**src/radio_ctrl_defines.svh**
```systemverilog
// Register indices, field positions, reset values and codes of the radio control block
// Assumes inclusion by bare name from any file that needs them
`ifndef RADIO_CTRL_DEFINES_SVH
`define RADIO_CTRL_DEFINES_SVH

// Register indices; byte address is four times the index
`define EXIT_CFG_IDX        6'h16
`define CAL_CFG_IDX         6'h17
`define STATUS_IDX          6'h18

// Field positions
`define POLICY_MSB          5
`define POLICY_LSB          4
`define RX_NEXT_MSB         3
`define RX_NEXT_LSB         2
`define TX_NEXT_MSB         1
`define TX_NEXT_LSB         0
`define AUTOCAL_MSB         5
`define AUTOCAL_LSB         4
`define STATUS_FREE_BIT     4

// Reset values
`define EXIT_CFG_RESET      6'h30
`define AUTOCAL_RESET       2'h0

// Clear channel policy codes
`define CHAN_ALWAYS         2'h0
`define CHAN_RSSI_LOW       2'h1
`define CHAN_NOT_RECEIVING  2'h2
`define CHAN_BOTH           2'h3

// Next state codes after a packet
`define NEXT_IDLE           2'h0
`define NEXT_FS_READY       2'h1
`define RX_NEXT_TX          2'h2
`define RX_NEXT_STAY        2'h3
`define TX_NEXT_STAY        2'h2
`define TX_NEXT_RX          2'h3

// Bus answers
`define RESP_OKAY           2'h0
`define RESP_SLVERR         2'h2

`endif

```
**src/radio_ctrl_pkg.sv**
```systemverilog
// Types shared by the radio control block
// Assumes the constants header for field codes
package radio_ctrl_pkg;

    typedef enum logic [3:0] {
        st_idle     = 4'h1,
        st_rx       = 4'h2,
        st_tx       = 4'h4,
        st_fs_ready = 4'h8
    } radio_state_e;

    typedef enum logic [1:0] {
        cal_never        = 2'h0,
        cal_leave_idle   = 2'h1,
        cal_auto_idle    = 2'h2,
        cal_every_fourth = 2'h3
    } autocal_e;

    typedef struct packed {
        logic [1:0] clear_channel_policy;
        logic [1:0] after_receive_next_state;
        logic [1:0] after_transmit_next_state;
    } exit_cfg_s;

endpackage

```
**src/radio_state_after_packet_ctrl.sv**
```systemverilog
// Radio control state machine with post-packet exits, channel check and calibration policy
// Assumes an AXI4-Lite master on aclk, command and event pulses on aclk, signal strength from a pin
//
// Notes on behaviour
// - Policy 0 always, 1 rssi, 2 not receiving, 3 both
// - Channel free output follows policy; bits 5:4, reset 3
// - Receive exit field picks state after reception
// - Transmit exit field picks state after transmission
// - Staying in transmit restarts preamble immediately
// - Calibration field bits 5:4 steers self calibration
// - Policy 0 calibrates only on host strobe
// - Policy 1 calibrates when leaving idle
// - Policy 2 calibrates on automatic return to idle
// - Policy 3 calibrates every fourth automatic return
`timescale 1ns/1ps
`include "radio_ctrl_defines.svh"

module radio_state_after_packet_ctrl (
    input  wire logic                         aclk,
    input  wire logic                         aresetn,
    input  wire logic                         ce,
    input  wire logic [7:0]                   awaddr,
    input  wire logic                         awvalid,
    output logic                              awready,
    input  wire logic [31:0]                  wdata,
    input  wire logic [3:0]                   wstrb,
    input  wire logic                         wvalid,
    output logic                              wready,
    output logic [1:0]                        bresp,
    output logic                              bvalid,
    input  wire logic                         bready,
    input  wire logic [7:0]                   araddr,
    input  wire logic                         arvalid,
    output logic                              arready,
    output logic [31:0]                       rdata,
    output logic [1:0]                        rresp,
    output logic                              rvalid,
    input  wire logic                         rready,
    input  wire logic                         rx_cmd,
    input  wire logic                         tx_cmd,
    input  wire logic                         fs_on_cmd,
    input  wire logic                         idle_cmd,
    input  wire logic                         synth_calibrate_strobe,
    input  wire logic                         rx_packet_done,
    input  wire logic                         tx_packet_done,
    input  wire logic                         rx_packet_active,
    input  wire logic                         rssi_below_pin,
    output logic                              channel_free_indication,
    output radio_ctrl_pkg::radio_state_e      radio_state,
    output logic                              synth_cal_start,
    output logic                              preamble_restart
);

    localparam logic [1:0] SEL_NONE   = 2'h0;
    localparam logic [1:0] SEL_EXIT   = 2'h1;
    localparam logic [1:0] SEL_CAL    = 2'h2;
    localparam logic [1:0] SEL_STATUS = 2'h3;

    // Only aligned word addresses hit a register
    function automatic logic [1:0] reg_sel(input logic [7:0] addr);
        logic [1:0] sel;
        sel = SEL_NONE;
        if (addr[1:0] == 2'h0) begin
            if (addr[7:2] == `EXIT_CFG_IDX) begin
                sel = SEL_EXIT;
            end else if (addr[7:2] == `CAL_CFG_IDX) begin
                sel = SEL_CAL;
            end else if (addr[7:2] == `STATUS_IDX) begin
                sel = SEL_STATUS;
            end
        end
        return sel;
    endfunction

    // Register file
    radio_ctrl_pkg::exit_cfg_s exit_cfg_ff;
    radio_ctrl_pkg::exit_cfg_s nxt_exit_cfg;
    radio_ctrl_pkg::autocal_e  autocal_ff;
    radio_ctrl_pkg::autocal_e  nxt_autocal;

    // Write channel state
    logic        aw_held_ff;
    logic        nxt_aw_held;
    logic [7:0]  aw_addr_ff;
    logic [7:0]  nxt_aw_addr;
    logic        w_held_ff;
    logic        nxt_w_held;
    logic [31:0] w_data_ff;
    logic [31:0] nxt_w_data;
    logic        w_lane0_ff;
    logic        nxt_w_lane0;
    logic        bvalid_ff;
    logic        nxt_bvalid;
    logic [1:0]  bresp_ff;
    logic [1:0]  nxt_bresp;

    // Read channel state
    logic        rvalid_ff;
    logic        nxt_rvalid;
    logic [31:0] rdata_ff;
    logic [31:0] nxt_rdata;
    logic [1:0]  rresp_ff;
    logic [1:0]  nxt_rresp;

    // Radio state
    radio_ctrl_pkg::radio_state_e state_ff;
    radio_ctrl_pkg::radio_state_e nxt_state;
    logic        cal_start_ff;
    logic        nxt_cal_start;
    logic        preamble_ff;
    logic        nxt_preamble;
    logic        free_ff;
    logic        nxt_free;
    logic        rssi_sync1_ff;
    logic        rssi_sync2_ff;
    logic        leave_idle;
    logic        auto_to_idle;
    logic        cal_trigger;
    logic        free_now;

    assign awready = ce && !aw_held_ff && !bvalid_ff;
    assign wready  = ce && !w_held_ff && !bvalid_ff;
    assign arready = ce && !rvalid_ff;
    assign bvalid  = bvalid_ff;
    assign bresp   = bresp_ff;
    assign rvalid  = rvalid_ff;
    assign rdata   = rdata_ff;
    assign rresp   = rresp_ff;

    assign channel_free_indication = free_ff;
    assign radio_state             = state_ff;
    assign synth_cal_start         = cal_start_ff;
    assign preamble_restart        = preamble_ff;

    // Address and data may arrive in either order; the write lands once both are held
    always_comb begin
        nxt_aw_held  = aw_held_ff;
        nxt_aw_addr  = aw_addr_ff;
        nxt_w_held   = w_held_ff;
        nxt_w_data   = w_data_ff;
        nxt_w_lane0  = w_lane0_ff;
        nxt_bvalid   = bvalid_ff;
        nxt_bresp    = bresp_ff;
        nxt_exit_cfg = exit_cfg_ff;
        nxt_autocal  = autocal_ff;
        if (awvalid && awready) begin
            nxt_aw_held = 1'b1;
            nxt_aw_addr = awaddr;
        end
        if (wvalid && wready) begin
            nxt_w_held  = 1'b1;
            nxt_w_data  = wdata;
            nxt_w_lane0 = wstrb[0];
        end
        if (aw_held_ff && w_held_ff) begin
            nxt_aw_held = 1'b0;
            nxt_w_held  = 1'b0;
            nxt_bvalid  = 1'b1;
            nxt_bresp   = `RESP_OKAY;
            unique case (reg_sel(aw_addr_ff))
                SEL_EXIT: begin
                    if (w_lane0_ff) begin
                        nxt_exit_cfg = w_data_ff[`POLICY_MSB:`TX_NEXT_LSB];
                    end
                end
                SEL_CAL: begin
                    if (w_lane0_ff) begin
                        nxt_autocal = radio_ctrl_pkg::autocal_e'(w_data_ff[`AUTOCAL_MSB:`AUTOCAL_LSB]);
                    end
                end
                SEL_STATUS: nxt_bresp = `RESP_OKAY;
                SEL_NONE:   nxt_bresp = `RESP_SLVERR;
            endcase
        end else if (bvalid_ff && bready) begin
            nxt_bvalid = 1'b0;
        end
    end

    // Reads answer one cycle after the address is taken
    always_comb begin
        nxt_rvalid = rvalid_ff;
        nxt_rdata  = rdata_ff;
        nxt_rresp  = rresp_ff;
        if (arvalid && arready) begin
            nxt_rvalid = 1'b1;
            nxt_rresp  = `RESP_OKAY;
            nxt_rdata  = 32'h0;
            unique case (reg_sel(araddr))
                SEL_EXIT:   nxt_rdata[`POLICY_MSB:`TX_NEXT_LSB] = exit_cfg_ff;
                SEL_CAL:    nxt_rdata[`AUTOCAL_MSB:`AUTOCAL_LSB] = autocal_ff;
                SEL_STATUS: nxt_rdata[`STATUS_FREE_BIT:0] = {free_ff, state_ff};
                SEL_NONE:   nxt_rresp = `RESP_SLVERR;
            endcase
        end else if (rvalid_ff && rready) begin
            nxt_rvalid = 1'b0;
        end
    end

    always_ff @(posedge aclk) begin
        if (!aresetn) begin
            aw_held_ff  <= 1'b0;
            aw_addr_ff  <= 8'h00;
            w_held_ff   <= 1'b0;
            w_data_ff   <= 32'h0000_0000;
            w_lane0_ff  <= 1'b0;
            bvalid_ff   <= 1'b0;
            bresp_ff    <= `RESP_OKAY;
            rvalid_ff   <= 1'b0;
            rdata_ff    <= 32'h0000_0000;
            rresp_ff    <= `RESP_OKAY;
            exit_cfg_ff <= `EXIT_CFG_RESET;
            autocal_ff  <= radio_ctrl_pkg::cal_never;
        end else if (ce) begin
            aw_held_ff  <= nxt_aw_held;
            aw_addr_ff  <= nxt_aw_addr;
            w_held_ff   <= nxt_w_held;
            w_data_ff   <= nxt_w_data;
            w_lane0_ff  <= nxt_w_lane0;
            bvalid_ff   <= nxt_bvalid;
            bresp_ff    <= nxt_bresp;
            rvalid_ff   <= nxt_rvalid;
            rdata_ff    <= nxt_rdata;
            rresp_ff    <= nxt_rresp;
            exit_cfg_ff <= nxt_exit_cfg;
            autocal_ff  <= nxt_autocal;
        end
    end

    clear_channel_eval u_clear_channel_eval (
        .clear_channel_policy    (exit_cfg_ff.clear_channel_policy),
        .rssi_below              (rssi_sync2_ff),
        .rx_packet_active        (rx_packet_active),
        .channel_free_indication (free_now)
    );

    autocal_trigger u_autocal_trigger (
        .aclk                 (aclk),
        .aresetn              (aresetn),
        .ce                   (ce),
        .synth_autocal_policy (autocal_ff),
        .leave_idle           (leave_idle),
        .auto_to_idle         (auto_to_idle),
        .cal_trigger          (cal_trigger)
    );

    // Main state machine; commands from other states are ignored
    always_comb begin
        nxt_state    = state_ff;
        nxt_preamble = 1'b0;
        auto_to_idle = 1'b0;
        unique case (state_ff)
            radio_ctrl_pkg::st_idle: begin
                if (rx_cmd) begin
                    nxt_state = radio_ctrl_pkg::st_rx;
                end else if (tx_cmd) begin
                    nxt_state = radio_ctrl_pkg::st_tx;
                end else if (fs_on_cmd) begin
                    nxt_state = radio_ctrl_pkg::st_fs_ready;
                end
            end
            radio_ctrl_pkg::st_rx: begin
                if (rx_packet_done) begin
                    unique case (exit_cfg_ff.after_receive_next_state)
                        `NEXT_IDLE: begin
                            nxt_state    = radio_ctrl_pkg::st_idle;
                            auto_to_idle = 1'b1;
                        end
                        `NEXT_FS_READY: nxt_state = radio_ctrl_pkg::st_fs_ready;
                        `RX_NEXT_TX:    nxt_state = radio_ctrl_pkg::st_tx;
                        `RX_NEXT_STAY:  nxt_state = radio_ctrl_pkg::st_rx;
                    endcase
                end else if (idle_cmd) begin
                    nxt_state = radio_ctrl_pkg::st_idle;
                end
            end
            radio_ctrl_pkg::st_tx: begin
                if (tx_packet_done) begin
                    unique case (exit_cfg_ff.after_transmit_next_state)
                        `NEXT_IDLE: begin
                            nxt_state    = radio_ctrl_pkg::st_idle;
                            auto_to_idle = 1'b1;
                        end
                        `NEXT_FS_READY: nxt_state = radio_ctrl_pkg::st_fs_ready;
                        `TX_NEXT_STAY: begin
                            nxt_state    = radio_ctrl_pkg::st_tx;
                            nxt_preamble = 1'b1;
                        end
                        `TX_NEXT_RX:    nxt_state = radio_ctrl_pkg::st_rx;
                    endcase
                end else if (idle_cmd) begin
                    nxt_state = radio_ctrl_pkg::st_idle;
                end
            end
            radio_ctrl_pkg::st_fs_ready: begin
                if (rx_cmd) begin
                    nxt_state = radio_ctrl_pkg::st_rx;
                end else if (tx_cmd) begin
                    nxt_state = radio_ctrl_pkg::st_tx;
                end else if (idle_cmd) begin
                    nxt_state = radio_ctrl_pkg::st_idle;
                end
            end
            default: nxt_state = radio_ctrl_pkg::st_idle;
        endcase
    end

    assign leave_idle = (state_ff == radio_ctrl_pkg::st_idle) && (nxt_state != radio_ctrl_pkg::st_idle);

    // Manual strobe only honoured in idle, where the synthesizer is free
    always_comb begin
        nxt_cal_start = cal_trigger || (synth_calibrate_strobe && state_ff == radio_ctrl_pkg::st_idle);
        nxt_free      = free_now;
    end

    always_ff @(posedge aclk) begin
        if (!aresetn) begin
            state_ff      <= radio_ctrl_pkg::st_idle;
            cal_start_ff  <= 1'b0;
            preamble_ff   <= 1'b0;
            free_ff       <= 1'b0;
            rssi_sync1_ff <= 1'b0;
            rssi_sync2_ff <= 1'b0;
        end else if (ce) begin
            state_ff      <= nxt_state;
            cal_start_ff  <= nxt_cal_start;
            preamble_ff   <= nxt_preamble;
            free_ff       <= nxt_free;
            rssi_sync1_ff <= rssi_below_pin;
            rssi_sync2_ff <= rssi_sync1_ff;
        end
    end
endmodule

```
**src/clear_channel_eval.sv**
```systemverilog
// Forms the channel free indication from the selected policy
// Assumes synchronised signal strength and same-clock reception activity
`timescale 1ns/1ps
`include "radio_ctrl_defines.svh"

module clear_channel_eval (
    input  wire logic [1:0] clear_channel_policy,
    input  wire logic       rssi_below,
    input  wire logic       rx_packet_active,
    output logic            channel_free_indication
);

    always_comb begin
        unique case (clear_channel_policy)
            `CHAN_ALWAYS:        channel_free_indication = 1'b1;
            `CHAN_RSSI_LOW:      channel_free_indication = rssi_below;
            `CHAN_NOT_RECEIVING: channel_free_indication = !rx_packet_active;
            `CHAN_BOTH:          channel_free_indication = rssi_below && !rx_packet_active;
        endcase
    end

endmodule

```
**src/autocal_trigger.sv**
```systemverilog
// Decides when the synthesizer calibrates itself
// Assumes one-cycle event pulses from the control state machine on the same clock
`timescale 1ns/1ps
`include "radio_ctrl_defines.svh"

module autocal_trigger (
    input  wire logic                     aclk,
    input  wire logic                     aresetn,
    input  wire logic                     ce,
    input  wire radio_ctrl_pkg::autocal_e synth_autocal_policy,
    input  wire logic                     leave_idle,
    input  wire logic                     auto_to_idle,
    output logic                          cal_trigger
);

    logic [1:0] return_count_ff;
    logic [1:0] nxt_return_count;

    // Counts every automatic return so a policy change keeps the cadence
    always_comb begin
        nxt_return_count = return_count_ff;
        if (auto_to_idle) begin
            nxt_return_count = return_count_ff + 2'h1;
        end
    end

    always_ff @(posedge aclk) begin
        if (!aresetn) begin
            return_count_ff <= 2'h0;
        end else if (ce) begin
            return_count_ff <= nxt_return_count;
        end
    end

    always_comb begin
        unique case (synth_autocal_policy)
            radio_ctrl_pkg::cal_never:        cal_trigger = 1'b0;
            radio_ctrl_pkg::cal_leave_idle:   cal_trigger = leave_idle;
            radio_ctrl_pkg::cal_auto_idle:    cal_trigger = auto_to_idle;
            radio_ctrl_pkg::cal_every_fourth: cal_trigger = auto_to_idle && (return_count_ff == 2'h3);
        endcase
    end
endmodule

```
**config.mk**
```make
export PLATFORM = sky130hd
export DESIGN_NAME = radio_state_after_packet_ctrl
export DESIGN_NICKNAME = d
export VERILOG_FILES = /design/src/radio_ctrl_pkg.sv /design/src/radio_state_after_packet_ctrl.sv /design/src/clear_channel_eval.sv /design/src/autocal_trigger.sv
export VERILOG_INCLUDE_DIRS = /design/src
export SDC_FILE = /design/constraint.sdc
export NUM_CORES = 1
export LEC_CHECK = 0
export ABC_AREA = 0
export ABC_CLOCK_PERIOD_IN_PS = 2300
export BUFFER_PORTS_ARGS = -buffer_cell sky130_fd_sc_hd__buf_4
export CAP_MARGIN = 20
export CORE_MARGIN = 2
export CORE_UTILIZATION = 42
export CTS_CLUSTER_SIZE = 10
export DETAILED_ROUTE_END_ITERATION = 10
export PLACE_DENSITY = 0.73
export SYNTH_ARGS = -nofsm -noshare
export SYNTH_HDL_FRONTEND = slang
export SYNTH_HIERARCHICAL = 1
export SYNTH_SLANG_ARGS = --single-unit
```
**constraint.sdc**
```tcl
create_clock -name aclk -period 2.3 [get_ports aclk]
set_input_delay 0.46 -clock aclk [delete_from_list [all_inputs] [get_ports aclk]]
set_output_delay 0.46 -clock aclk [all_outputs]
set_load 0.02 [all_outputs]
```
After elaboration in Yosys (flattened, before gate mapping)
Index checks and enable logic that the tools add are counted.
{"block": "classes", "n_mux": 44, "reduce_logical": 44, "n_addsub": 1, "eq_ne": 29}
{"operator": "4-bit case mux with 4 select lines", "n": 3}
{"operator": "6-bit by 5-bit == test with 1-bit output (second input constant)", "n": 6}
{"operator": "4-bit 2-to-1 mux", "n": 8}
{"operator": "2-bit == test (second input constant)", "n": 12}
{"operator": "2-bit 2-to-1 mux", "n": 12}
{"operator": "2-bit AND reduction", "n": 9}
{"operator": "2-bit logical NOT", "n": 8}
{"operator": "1-bit logical AND", "n": 15}
{"operator": "1-bit 2-to-1 mux", "n": 15}
{"operator": "2-bit by 1-bit == test with 1-bit output (second input constant)", "n": 6}
{"operator": "1-bit case mux with 4 select lines", "n": 2}
{"operator": "4-bit case mux with 2 select lines", "n": 1}
{"operator": "4-bit AND reduction", "n": 2}
{"operator": "2-bit nonzero test", "n": 4}
{"operator": "1-bit logical NOT", "n": 5}
{"operator": "4-bit by 1-bit == test with 1-bit output (second input constant)", "n": 1}
{"operator": "4-bit by 2-bit == test with 1-bit output (second input constant)", "n": 1}
{"operator": "4-bit by 3-bit == test with 1-bit output (second input constant)", "n": 1}
{"operator": "4-bit == test (second input constant)", "n": 1}
{"operator": "4-bit by 1-bit != test with 1-bit output (second input constant)", "n": 1}
{"operator": "1-bit case mux with 2 select lines", "n": 2}
{"operator": "1-bit case mux with 3 select lines", "n": 1}
{"operator": "2-bit by 1-bit adder with 2-bit output (second input constant)", "n": 1}
{"operator": "1-bit logical OR", "n": 1}
{"block": "totals", "inputBits": 69, "register_bits": 48, "elab_cells": 139}

Depth between registers and ports, before layout
{"block": "logic_depth", "word_depth": 8, "ltp_mapped": 9, "ltp_nobuf": 9}

Hierarchy
Netlist, hierarchy kept.
{"mod": "radio_state_after_packet_ctrl", "seq_area_each_um2": 880.8, "instances": 1, "area_per_inst_um2": 2372.3, "cells_per_inst": 267}
{"mod": "autocal_trigger", "seq_area_each_um2": 40.0, "instances": 1, "area_per_inst_um2": 121.4, "cells_per_inst": 14}
{"mod": "clear_channel_eval", "seq_area_each_um2": 0.0, "instances": 1, "area_per_inst_um2": 16.3, "cells_per_inst": 2}

Least setup slack after synthesis
OpenSTA, ideal clock, no wires.
{"block": "synth_path", "path_type": "input to register", "from": "in araddr[7]", "to": "reg rdata_ff[4], in the netlist rdata[4]", "stages": 7, "n_path_buf": 0, "setup_ns": 0.115, "required_time_ns": 2.185, "setup_slack_ns": 0.044, "arrival_ns": 2.141, "cell_sequence": "or4b_1 or2_2 ha_1 a222oi_1 nor3_1 a21oi_1 nor2b_1"}
{"block": "synth_between", "elab_chain_cells": 8, "word_cells_on_any_way": 12}
{"element": "start: declaration", "line": "radio_state_after_packet_ctrl.sv:32", "text": "input wire logic [7:0] araddr,"}
{"element": "6-bit by 5-bit == test with 1-bit output (no line)"}
{"element": "2-bit 2-to-1 mux", "line": "radio_state_after_packet_ctrl.sv:68", "text": "end else if (addr[7:2] == `STATUS_IDX) begin"}
{"element": "2-bit 2-to-1 mux", "line": "radio_state_after_packet_ctrl.sv:66", "text": "end else if (addr[7:2] == `CAL_CFG_IDX) begin"}
{"element": "2-bit 2-to-1 mux (*)", "line": "radio_state_after_packet_ctrl.sv:64", "text": "if (addr[7:2] == `EXIT_CFG_IDX) begin"}
{"element": "2-bit 2-to-1 mux (*)", "line": "radio_state_after_packet_ctrl.sv:63", "text": "if (addr[1:0] == 2'h0) begin"}
{"element": "2-bit 2-to-1 mux (*)", "line": "radio_state_after_packet_ctrl.sv:184", "text": "if (arvalid && arready) begin"}
{"element": "2-bit == test / 2-bit by 1-bit == test with 1-bit output (equally long branches)", "line": "radio_state_after_packet_ctrl.sv:188", "text": "unique case (reg_sel(araddr))"}
{"element": "1-bit case mux with 3 select lines (*)", "line": "radio_state_after_packet_ctrl.sv:188"}
{"element": "end signal: assignment", "line": "radio_state_after_packet_ctrl.sv:222", "text": "rdata_ff <= nxt_rdata;"}
{"element": "end: declaration", "line": "radio_state_after_packet_ctrl.sv:100", "text": "logic [31:0] rdata_ff;"}
Every way passes the cells marked *; elsewhere a longest branch is shown, timed or not. The select of a mux whose other input is x is not followed.
A chain may end at the register's enable or synchronous reset.

Final worst setup path
Same ends and word-level chain as after synthesis.

==> impl_metrics.env <==
export IMPL_hpwl_mm=3.811
export IMPL_synth_area_top_cells="dfxtp_1 (37%), buf_4 (8.4%), mux2i_1 (8.0%)"
export IMPL_avgRoutedWirePerCell_um=12.20
export IMPL_crit_required_ns=2.50
export IMPL_vias_per_cell=4.891
export IMPL_drtPass1Iterations=4
export IMPL_finalCritPeriodShare=0.9274
export IMPL_grt_max_degree=50
export IMPL_fin_util=0.5257
export IMPL_clk_pin_slew_worst_paths_ns=0.09
export IMPL_cts_root_buffer="clkbuf_8"
export IMPL_drt_iter0_markers=163
export IMPL_drc_errors=0
export IMPL_cts_buffers=5
export IMPL_dieArea_sq_um=6611
export IMPL_fill_cells=555
export IMPL_insertion_delay_ns=0.30
export IMPL_overflow=0
export IMPL_start_kind="input pin"
export IMPL_max_freq_ghz=0.4688
export IMPL_antenna_left=0
export IMPL_postSynthAreaPerCell_sq_um=8.869
export IMPL_fin_crit_ns=2.133
export IMPL_antenna_found_initial=0
export IMPL_routed_wl_mm=5.161
export IMPL_setup_viol=0
export IMPL_rows=28
export IMPL_io_buffer_count=59
export IMPL_end_kind="flip-flop"
export IMPL_synthesis_area_sq_um=2510
export IMPL_status="finished, final reports clean"
export IMPL_synth_most_common_cell="dfxtp_1"
export IMPL_hold_viol=0
export IMPL_synth_compound_area_frac=0.1481
export IMPL_synth_seq_cells=46
export IMPL_yosys_cell_types_count=50
export IMPL_syn2layout_area_growth_pct=22.53
export IMPL_crit_chain="buf_4, or4b_1, or2_2, ha_1, a222oi_1, nor3_1, a21oi_1, nor2b_1"
export IMPL_synth_async_sr_flop_share=0
export IMPL_start_util=0.4290
export IMPL_cts_tree="done"
export IMPL_dr_total_vias=2069
export IMPL_syn_inst=283
export IMPL_grt_total_usage=0.1573
export IMPL_cts_sinks=46
export IMPL_cp_max_fo=3
export IMPL_die_y_um=81.31
export IMPL_nets=421
export IMPL_p_leak_nw=1.253
export IMPL_hold_buffers=0
export IMPL_synth_xor_area_share=0.006979
export IMPL_core_sq_um=5851
export IMPL_routed_wl_met2_mm=2.253
export IMPL_min_path_type="input pin to flip-flop"
export IMPL_synthSimpleGateAreaFrac=0.2572
export IMPL_diodes=0
export IMPL_final_seq_area_sq_um=920.9
export IMPL_synth_mux_area_frac=0.07976
export IMPL_met1_length_mm=2.575
export IMPL_gp_congestion=0.8152
export IMPL_synth_common_cells="dfxtp_1 (46), nand2_1 (35), buf_4 (28)"
export IMPL_critPathKind="input pin to flip-flop"
export IMPL_synth_seq_area_share=0.3669
export IMPL_drv_cap=0
export IMPL_synth_top_area_frac=0.3669
export IMPL_multi_input_area_sq_um=1408
export IMPL_synth_fa_ha_area_frac=0.02493
export IMPL_rsz0062_at_grt="false"
export IMPL_yosys_area_top_type="dfxtp_1"
export IMPL_pin_count=117
export IMPL_tns_ns=0
export IMPL_power_density_nw_per_um2=523.1
export IMPL_arrival_ns=2.33
export IMPL_grt_pass1_wl_mm=8.197
export IMPL_top_layer="met4"
export IMPL_grt_pass1_vias=1686
export IMPL_crit_path_max_incr_delay_ns=0.58
export IMPL_synth_edf_count=0
export IMPL_wl_met3_um=298
export IMPL_drive_above_1_share=0.2557
export IMPL_yosysWarnings=6
export IMPL_die_w_um=81.31
export IMPL_h_tree_depth=2
export IMPL_clock_skew_final_ns=0.006533
export IMPL_drv_slew=0
export IMPL_synth_top_family_by_area="simple AND/OR/NAND/NOR gates"
export IMPL_synth_main_ff_cell="dfxtp_1"
export IMPL_clk_path_buf_depth=2
export IMPL_ir_worst_vdd_mv=0.4166
export IMPL_cpMaxStageDelayCell="or4b_1"
cell families (layout without fill, tap and decap cells):
family | count (synthesis) | count (layout)
DFF | 46 | 46
adders and majority gates | 5 | 5
and+or+nand+nor | 109 | 109
xor gates and xnor gates | 2 | 2
AOI/OAI and AO/OA | 52 | 52
buffers and inverters | 48 | 86
muxes | 20 | 20
other | 1 | 28
flip-flops by register name, indices dropped and copies added, names as in the netlist, 2 cells and up:
register and flops:
autocal_ff 2, w_data_ff 6, u_autocal_trigger/return_count_ff 2, exit_cfg_ff 6
aw_addr_ff 8, rdata 6, radio_state 4
final cells by class:
class                      instances  share of cell area
sequential                        46              0.2994
multi-input combinational        216              0.4577
clock inverter                     3            0.006916
clock buffer                       5             0.02238
inverter                           6            0.007323
timing repair buffer              72              0.1758
tap                               75             0.03051
stage by stage:
| stage | instance area [sq um] | total power [mW] | setup WS, ns | hold slack [ns] | instances |
|---|---|---|---|---|---|
| after floorplan | 2611 | 1.067 | 0.04368 | 0.4389 | 310 |
| after global placement | 2980 | 1.138 | -0.1144 | 0.4515 | 415 |
| after detailed placement | 2980 | 1.142 | -0.1590 | 0.4603 | 415 |
| after CTS | 3070 | 1.624 | 0.1509 | 0.4083 | 423 |
| after global routing | 3075 | 1.696 | 0.05971 | 0.3959 | 423 |
| final | 3075 | 1.609 | 0.1670 | 0.4128 | 423 |
per-layer routing:
layer / GRT usage / vias to the layer above
li1: - / 1074
met1: 0.2319 / 927
met2: 0.2361 / 64
met3: 0.03667 / 4
met4: 0.02542 / 0
met5: 0 / -
worst max-delay path: cells and delay by family:
| family | cells | cell delay (ns) |
|---|---|---|
| compound gates | 2 | 0.49 |
| fa+ha+maj | 1 | 0.20 |
| buf+inv | 1 | 0.10 |
| simple gates | 4 | 1.07 |
power by group:
group | leakage (nW) | switching (mW) | internal [mW] | total, mW
clock network | 0.0441 | 0.271 | 0.213 | 0.485
logic | 0.835 | 0.149 | 0.123 | 0.271
registers | 0.374 | 0.0300 | 0.823 | 0.853
total | 1.25 | 0.450 | 1.16 | 1.61
placed cells by master, fill, tap and decap left out, types with 2 or more instances in the layout:
master | synthesis | final
nor2b_1 | 23 | 23
a22oi_1 | 6 | 6
dfxtp_1 | 46 | 46
buf_4 | 28 | 72
clkbuf_8 | 0 | 5
nor2_1 | 4 | 4
nand3b_1 | 3 | 3
o21ai_0 | 10 | 10
conb_1 | 1 | 28
o22ai_1 | 2 | 2
nor4_1 | 2 | 2
nand3_1 | 3 | 3
a21oi_1 | 4 | 4
mux2i_1 | 20 | 20
nand2b_1 | 3 | 3
inv_1 | 6 | 6
nor3b_1 | 4 | 4
nand4b_1 | 4 | 4
nand2_1 | 35 | 35
a31oi_1 | 5 | 5
nor4b_1 | 5 | 5
o31a_1 | 2 | 2
and2_1 | 7 | 7
nor3_1 | 4 | 3
a21boi_0 | 12 | 12
o21ai_2 | 2 | 2
nand4_1 | 3 | 3
ha_1 | 5 | 5
timing repair:
item	4_1_cts	5_1_grt
endpoints found under the hold margin	0	0
setup buffers	0	0
gates resized for setup	0	1
setup endpoints to repair	0	1
path summary, 6_finish.rpt:
path	start	slack (ns)	cells after the start	to
worst max-delay path	araddr[7]	0.17	8	rdata[4]$_SDFFE_PN0P_
worst min-delay path	wdata[4]	0.41	3	w_data_ff[4]$_SDFFE_PN0P_
worst max register to register	radio_state[1]$_SDFFE_PN0P_	0.42	7	synth_cal_start$_SDFFE_PN0P_
worst min register to register	aw_addr_ff[0]$_SDFFE_PN0P_	0.47	2	aw_addr_ff[0]$_SDFFE_PN0P_
Power figures use the tool's default switching activity.
